### config.mk
export PLATFORM = sky130hd
export DESIGN_NAME = cps_power_ctrl
export DESIGN_NICKNAME = d
export VERILOG_FILES = /design/src/cps_pkg.sv /design/src/cps_sync.sv /design/src/cps_clock_gate_map.sv /design/src/cps_power_ctrl.sv
export SDC_FILE = /design/constraint.sdc
export NUM_CORES = 1
export LEC_CHECK = 0
export BUFFER_PORTS_ARGS = -buffer_cell sky130_fd_sc_hd__buf_2
export CORE_ASPECT_RATIO = 1.2
export CORE_MARGIN = 3
export CORE_UTILIZATION = 46
export CTS_BUF_LIST = sky130_fd_sc_hd__clkbuf_8
export CTS_CLUSTER_SIZE = 10
export DETAILED_ROUTE_END_ITERATION = 8
export PLACE_DENSITY = 0.81
export SLEW_MARGIN = 30
export SYNTH_ARGS = -nofsm -noshare
export SYNTH_HDL_FRONTEND = slang
export SYNTH_SLANG_ARGS = --single-unit
### constraint.sdc
create_clock -name ref_clk -period 1.6 [get_ports ref_clk]
set_clock_uncertainty 0.2 [all_clocks]
set_input_delay 0.08 -clock ref_clk [delete_from_list [all_inputs] [get_ports ref_clk]]
set_output_delay 0.08 -clock ref_clk [all_outputs]
set_load 0.03 [all_outputs]
### src/cps_pkg.sv
// Package with states, acknowledge codes and timing constants of the power state control.
package cps_pkg;
   typedef enum logic [2:0] {
      ST_RUN = 3'b000,
      ST_STOP_GRANT = 3'b001,
      ST_SLEEP = 3'b010,
      ST_DEEP_SLEEP = 3'b011,
      ST_SMM = 3'b100,
      ST_HALT = 3'b101
   } cps_state_type;
   typedef enum logic [1:0] {
      ACK_NONE = 2'b00,
      ACK_STOP_GRANT = 2'b01,
      ACK_SMI = 2'b10
   } cps_ack_type;
   localparam int SYNC_STAGES = 2;
   localparam int CLK_PERIOD_NS = 10;
   localparam int OUT_RELEASE_CLOCKS = 2;
   localparam int ACK_PULSE_CYCLES = 1;
   localparam logic [7:0] TRIP_TEMP_C = 8'h78;
   localparam int CLK_UNIT_W = 4;
   localparam int UNIT_BUS = 0;
   localparam int UNIT_LIC = 1;
   localparam int UNIT_CORE = 2;
   localparam int UNIT_EXEC = 3;
   localparam logic [3:0] GATE_ALL_ON = 4'hF;
endpackage

### src/cps_sync.sv
// Two-flop synchroniser for one asynchronous active-low request.
`timescale 1ns/1ns
module cps_sync (
   input wire logic ref_clk,
   input wire logic rst,
   input wire logic async_n,
   output logic sync_n
);
   import cps_pkg::*;
   logic meta_q;
   logic sync_q;
   always_ff @(posedge ref_clk) begin
      if (rst) begin
         meta_q <= 1'b1;
         sync_q <= 1'b1;
      end else begin
         meta_q <= async_n;
         sync_q <= meta_q;
      end
   end
   assign sync_n = sync_q;
endmodule

### src/cps_clock_gate_map.sv
// Maps the power state to per-unit internal clock enables.
`timescale 1ns/1ns
module cps_clock_gate_map (
   input cps_pkg::cps_state_type state,
   output logic [cps_pkg::CLK_UNIT_W-1:0] unit_en,
   output logic pll_en
);
   import cps_pkg::*;
   logic [CLK_UNIT_W-1:0] stop_grant_en;
   assign stop_grant_en = (CLK_UNIT_W'(1) << UNIT_BUS) | (CLK_UNIT_W'(1) << UNIT_LIC);
   // The loop keeps running in every state so that wake-up needs no relock.
   assign pll_en = 1'b1;
   assign unit_en = (state == ST_STOP_GRANT) ? stop_grant_en :
                    (state == ST_SLEEP || state == ST_DEEP_SLEEP || state == ST_HALT) ?
                    '0 : GATE_ALL_ON[CLK_UNIT_W-1:0];
endmodule

### src/cps_power_ctrl.sv
// Power state sequencer: stop-clock, sleep, deep sleep, management interrupt and thermal trip.
//
// Notes on behaviour
// - Asserted sleep request moves the processor from Stop-Grant into Sleep.
// - In Sleep all unit clocks stop; only the PLL keeps running.
// - Sleep ignores snoops and interrupts; wakes on reset or sleep release; clock loss enters Deep Sleep.
// - Sleep release returns to Stop-Grant, restarting bus unit and interrupt controller clocks.
// - Management interrupt is asynchronous and synchronised before use.
// - Accepting the interrupt saves execution state and enters management mode.
// - After entering management mode, an acknowledge is issued, then handler runs, unless stop-clock is seen in the first management mode cycle.
// - Interrupt asserted while reset releases puts all outputs in high impedance.
// - Stop-clock assertion moves running processor into Stop-Grant.
// - Entering Stop-Grant from Run or management mode issues a Stop-Grant acknowledge on the bus; return from Sleep issues none.
// - Stop-Grant keeps only bus unit and interrupt controller clocks.
// - Stop-Grant keeps snooping and servicing interrupts.
// - Stop-clock release restarts all clocks and resumes execution.
// - Stop-clock is asynchronous and never touches the external bus clock.
// - Temperature above 120 C halts execution and asserts the trip output.
// - Reset returns to known state, invalidates caches, releases outputs in the cycle reset goes low.
`timescale 1ns/1ns
module cps_power_ctrl (
   input wire logic ref_clk,
   input wire logic rst,
   input wire logic clock_stop_request_n,
   input wire logic sleep_request_n,
   input wire logic deep_sleep_request_n,
   input wire logic sys_mgmt_irq_n,
   input wire logic bus_clock_lost,
   input wire logic [7:0] junction_temp_c,
   input wire logic snoop_req,
   input wire logic intr_req,
   input wire logic smm_resume,
   output cps_pkg::cps_state_type power_state,
   output logic [cps_pkg::CLK_UNIT_W-1:0] unit_clk_en,
   output logic pll_en,
   output logic bus_clk_en,
   output cps_pkg::cps_ack_type ack_code,
   output logic ack_valid,
   output logic ack_oe,
   output logic save_state,
   output logic system_management_mode,
   output logic handler_start,
   output logic exec_run,
   output logic snoop_ack,
   output logic intr_ack,
   output logic cache_invalidate,
   output logic thermal_trip_out_n,
   output logic thermal_trip_oe,
   output logic outputs_oe
);
   import cps_pkg::*;

   logic stop_sync_n;
   logic sleep_sync_n;
   logic deep_sync_n;
   logic smi_s_n;
   cps_state_type state_q;
   cps_state_type state_d;
   cps_state_type resume_q;
   logic rst_q;
   logic tristate_now;
   logic tristate_q;
   logic trip_q;
   logic smi_pend_q;
   logic ack_valid_q;
   cps_ack_type ack_code_q;
   logic save_q;
   logic hstart_q;
   logic smm_ack_done_q;
   logic cache_inv_q;
   logic over_temp;
   logic smi_edge;
   logic smi_prev_q;
   logic enter_sg;
   logic enter_smm;

   // Separate synchronisers keep each request's metastability apart.
   cps_sync u_sync_stop (.ref_clk(ref_clk), .rst(rst), .async_n(clock_stop_request_n),
                         .sync_n(stop_sync_n));
   cps_sync u_sync_sleep (.ref_clk(ref_clk), .rst(rst), .async_n(sleep_request_n),
                          .sync_n(sleep_sync_n));
   cps_sync u_sync_deep (.ref_clk(ref_clk), .rst(rst), .async_n(deep_sleep_request_n),
                         .sync_n(deep_sync_n));
   // This one is never reset, so its level is already valid where reset ends.
   cps_sync u_sync_smi (.ref_clk(ref_clk), .rst(1'b0), .async_n(sys_mgmt_irq_n),
                        .sync_n(smi_s_n));

   cps_clock_gate_map u_gate (.state(state_q), .unit_en(unit_clk_en), .pll_en(pll_en));

   assign over_temp = junction_temp_c > TRIP_TEMP_C;
   assign smi_edge = !smi_s_n && smi_prev_q;
   assign enter_sg = state_q == ST_RUN && !stop_sync_n;
   assign enter_smm = state_q == ST_RUN && state_d == ST_SMM;

   always_comb begin
      state_d = state_q;
      case (state_q)
         ST_RUN: begin
            if (!stop_sync_n) begin
               state_d = ST_STOP_GRANT;
            end else if (smi_pend_q) begin
               state_d = ST_SMM;
            end
         end
         ST_STOP_GRANT: begin
            if (!sleep_sync_n) begin
               state_d = ST_SLEEP;
            end else if (stop_sync_n) begin
               state_d = resume_q;
            end
         end
         ST_SLEEP: begin
            if (sleep_sync_n) begin
               state_d = ST_STOP_GRANT;
            end else if (!deep_sync_n || bus_clock_lost) begin
               state_d = ST_DEEP_SLEEP;
            end
         end
         ST_DEEP_SLEEP: begin
            if (deep_sync_n && !bus_clock_lost) begin
               state_d = ST_SLEEP;
            end
         end
         ST_SMM: begin
            if (!stop_sync_n) begin
               state_d = ST_STOP_GRANT;
            end else if (smm_resume && smm_ack_done_q) begin
               state_d = ST_RUN;
            end
         end
         default: begin
            state_d = ST_HALT;
         end
      endcase
      if (trip_q || over_temp) begin
         state_d = ST_HALT;
      end
   end

   always_ff @(posedge ref_clk) begin
      if (rst) begin
         state_q <= ST_RUN;
         resume_q <= ST_RUN;
      end else begin
         state_q <= state_d;
         if (enter_sg) begin
            resume_q <= ST_RUN;
         end else if (state_q == ST_SMM && state_d == ST_STOP_GRANT) begin
            resume_q <= ST_SMM;
         end
      end
   end

   // The interrupt is latched so one request is never lost while held off by Sleep.
   always_ff @(posedge ref_clk) begin
      if (rst) begin
         smi_prev_q <= 1'b1;
         smi_pend_q <= 1'b0;
      end else begin
         smi_prev_q <= smi_s_n;
         if (smi_edge) begin
            smi_pend_q <= 1'b1;
         end else if (enter_smm) begin
            smi_pend_q <= 1'b0;
         end
      end
   end

   always_ff @(posedge ref_clk) begin
      if (rst) begin
         ack_valid_q <= 1'b0;
         ack_code_q <= ACK_NONE;
         save_q <= 1'b0;
         hstart_q <= 1'b0;
         smm_ack_done_q <= 1'b0;
      end else begin
         ack_valid_q <= 1'b0;
         ack_code_q <= ACK_NONE;
         save_q <= enter_smm;
         hstart_q <= 1'b0;
         if (state_q != ST_STOP_GRANT && state_d == ST_STOP_GRANT && state_q != ST_SLEEP) begin
            ack_valid_q <= 1'b1;
            ack_code_q <= ACK_STOP_GRANT;
         end else if (save_q) begin
            ack_valid_q <= 1'b1;
            ack_code_q <= ACK_SMI;
         end
         if (ack_valid_q && ack_code_q == ACK_SMI) begin
            hstart_q <= 1'b1;
            smm_ack_done_q <= 1'b1;
         end else if (state_q != ST_SMM) begin
            smm_ack_done_q <= 1'b0;
         end
      end
   end

   // The trip is sticky: only reset clears it, since the part may still be too hot.
   always_ff @(posedge ref_clk) begin
      if (rst) begin
         trip_q <= 1'b0;
      end else if (over_temp) begin
         trip_q <= 1'b1;
      end
   end

   // Interrupt level is caught at the edge where reset goes away.
   always_ff @(posedge ref_clk) begin
      rst_q <= rst;
      if (rst) begin
         cache_inv_q <= 1'b1;
      end else begin
         cache_inv_q <= 1'b0;
      end
      if (rst) begin
         tristate_q <= 1'b0;
      end else if (rst_q && !smi_s_n) begin
         tristate_q <= 1'b1;
      end
   end

   assign power_state = state_q;
   assign bus_clk_en = 1'b1;
   assign ack_valid = ack_valid_q;
   assign ack_code = ack_code_q;
   assign ack_oe = outputs_oe;
   assign save_state = save_q;
   assign system_management_mode = state_q == ST_SMM;
   assign handler_start = hstart_q;
   assign exec_run = (state_q == ST_RUN || state_q == ST_SMM) && !trip_q;
   assign snoop_ack = state_q == ST_STOP_GRANT && snoop_req;
   assign intr_ack = (state_q == ST_STOP_GRANT || state_q == ST_RUN) && intr_req;
   assign cache_invalidate = cache_inv_q;
   assign thermal_trip_out_n = !trip_q;
   // Outputs go quiet in the very cycle that reset ends, not one cycle after it.
   assign tristate_now = rst_q && !smi_s_n;
   assign outputs_oe = !rst && !tristate_q && !tristate_now;
   assign thermal_trip_oe = outputs_oe;
endmodule

==> flow_summary.ini <==
[route]
drtPass1Iterations = 4
ant_nets = 0
wl_per_cell_um = 12.9
viasPerCell = 5.07
drt_iter0_drc = 5
drt_wl_total_um = 2000
vias = 786
route.detailed.drc = 0

[grt]
grt.total_usage_pct = 17.8
grt_pass1_wl_um = 2970
grt_pass1_vias = 697
antenna_found_initial = 0
grt_start_max_net_pins = 14
grt.overflow.total = 0

[worst_setup_path]
cp_num_cells = 4
worstRegToRegCells = 3
critPathTopFamily = flip-flops
slowest_delay_ps = 340
cp-end-kind = output port
rr_endpoint = resume_q[2]$_SDFFE_PP0P_
critPathMaxFanout = 7
crit_path_frequent_cell = buf_6
r2r_slack_ps = 120
slowest_stage = dfxtp_2
critPathRequiredTime_ps = 1320
crit_chain = buf_6 > and2b_2 > a21oi_4 > buf_6
cp-start-kind = flip-flop
criticalPathCategory = flip-flop to output port
crit_buf_inv = 2
crit_arrival_ps = 1280
r2r_start = power_state[1]$_SDFF_PP0_

[floorplan]
initial_utilization_pct = 50.5
core_area_um2 = 1700
rows = 16
dieHeight_um = 53.4
ios = 41
fp.dieArea_um2 = 2430
die_w_um = 45.5

[sta]
post-route-min-period_ps = 1560
rsz0062_at_grt = yes
fin_crit_sh_pct = 97.3
setup_ws_ps = 42.7
maxSlewViolCount = 0
tns_ps = 0
fmax_mhz = 642
finalSetupViolCount = 0
hold_violations = 0

[finish]
largest_reg_flops = 3
areaGrowthSynthToFinish_pct = 41.2
multi_input_area_um2 = 358
antenna_cells = 0
seq_area_um2 = 463
final_cells = 155
fillers = 138
fin_util_pct = 71.3
finalNetCount = 156
final_layout_size_suffix_gt1_share_pct = 46.7

[synthesis]
ys_seq_elements = 23
synth_top_area_share_pct = 53.6
avgSynthCellArea_um2 = 9.45
synth_cell_types = 29
yosysTopAreaCell = dfxtp_1
ys_warn_count = 0
seq_area_frac_synth_pct = 53.6
syn_area_um2 = 860
synthCells = 91
synth_area_leaders = dfxtp_1 (54%), a21oi_1 (5.2%), buf_4 (5.2%)

[placement]
place_ws_ps = 132
place_inst = 143
dp.final_hpwl_um = 1350
numPortBuffers = 38
gp_congestion = 0.737

[clock_tree]
cts.clk_slew.worst_paths_ps = 70
cts_sinks = 23
clockRootBuffer = clkbuf_8
clk_latency_ps = 260
cts_buffer_depth = 2
cts_buffers = 3
cts_max_level = 1
cts_tree = done

[pwr]
peakVddDrop_mv = 0.765
p_leak_uw = 0.000569
power.density_nw_per_um2 = 977

[status]
status = finished clean

[run]
maxCapViolations = 0

[min_path]
min_path_cells = 4
whs_endpoint = power_state[0]$_SDFF_PP0_
hp-class = input pin to flip-flop
hp-start = bus_clock_lost
==> worst reg2reg max path, delay by kind of cell, from the launching register on <==
| kind | cells | cell delay [ps] |
|---|---|---|
| AND/OR/NAND/NOR | 2 | 670 |
| flip-flops | 1 | 330 |
| AO/OA/AOI/OAI | 1 | 210 |
==> area by class of cell <==
cell class,count,share of cell area (%)
Clock buffer,3,3.40
Clock inverter,1,0.309
Inverter,5,1.55
Multi-Input combinational cell,56,29.5
Sequential cell,23,38.1
Tap cell,18,1.86
Timing Repair Buffer,49,25.3
==> what timing repair did <==
item | 4_1_cts | 5_1_grt
gates resized for setup | 1 | 11
pin swaps | 0 | 1
endpoints found under the hold margin | 10 | 0
endpoints found under the setup margin | 4 | 6
hold buffers | 7 | 0
buffers inserted | 0 | 1
==> stage by stage <==
step / power (uW) / area, um2 / hold slack [ps]
2_1_floorplan: 774 / 877 / -92.3
3_3_place_gp: 825 / 1060 / -17.2
3_5_place_dp: 831 / 1060 / -14.6
4_1_cts: 1180 / 1180 / 38.4
5_1_grt: 1250 / 1210 / 85.0
6_report: 1190 / 1210 / 43.4
==> cell usage in the layout, fill, tap and decap left out, drive strengths merged, types with 2 or more instances in the layout <==
cell type and instances:
a211oi 2, a21oi 9, and2 3, buf 42, clkbuf 3, conb 2
dfxtp 23, dlygate4sd3 7, inv 6, nand2 3, nand2b 2, nand3b 2
nor2 8, nor3 3, nor3b 2, o21ai 3, or2 7
==> kinds of logic after synthesis <==
kind of cell           synth area share [%]
other                                 0.436
AOI/OAI and AO/OA                      11.4
DFF                                    53.6
and+or+nand+nor                        26.3
buffers and inverters                  8.30
==> cells in the mapped netlist <==
cell type	instances
dfxtp_1	23
and3_1	1
a21oi_1	9
o21ai_0	2
conb_1	1
a211oi_2	1
or3_4	1
nor2_1	8
nand2b_1	2
inv_1	5
a211oi_1	1
a31o_2	1
and2b_1	1
o21ai_1	1
or2_2	6
or2_4	1
nor2b_1	1
buf_4	6
nor4b_1	1
nand2_1	3
nor4_1	1
a311oi_1	1
nor3b_1	2
nor3_1	3
nand4_1	1
nor4bb_1	1
nand3b_1	2
clkbuf_1	2
and2_1	3
==> where the power goes <==
group	internal [uW]	switching [uW]	total [uW]	leakage (uW)
combinational	91.3	136	228	0.000352
clock	171	172	343	0.0000269
sequential	597	18.5	616	0.000190
total	859	327	1190	0.000569
==> metal layers <==
layer | share of wire [%] | wire [um] | global-route usage (%) | vias to the layer above
met5 | 0 | 0 | 0 | -
met4 | 2.4 | 48 | 12.2 | 0
met3 | 9.0 | 181 | 5.78 | 6
met2 | 51 | 1020 | 29.5 | 43
met1 | 38 | 753 | 18.3 | 349
li1 | - | - | - | 388
==> worst max path at each step <==
stage	startpoint	end	slack, ps
floorplan	power_state[2]$_SDFF_PP0_	snoop_ack	-50
finish	power_state[1]$_SDFF_PP0_	unit_clk_en[0]	40
CTS	power_state[1]$_SDFF_PP0_	unit_clk_en[1]	0.5
global route	power_state[1]$_SDFF_PP0_	unit_clk_en[0]	-10
detailed placement	power_state[1]$_SDFF_PP0_	ack_code[1]$_SDFF_PP0_	130
global placement	power_state[1]$_SDFF_PP0_	ack_code[1]$_SDFF_PP0_	170
Note: power is estimated with default switching activity, not from simulation.
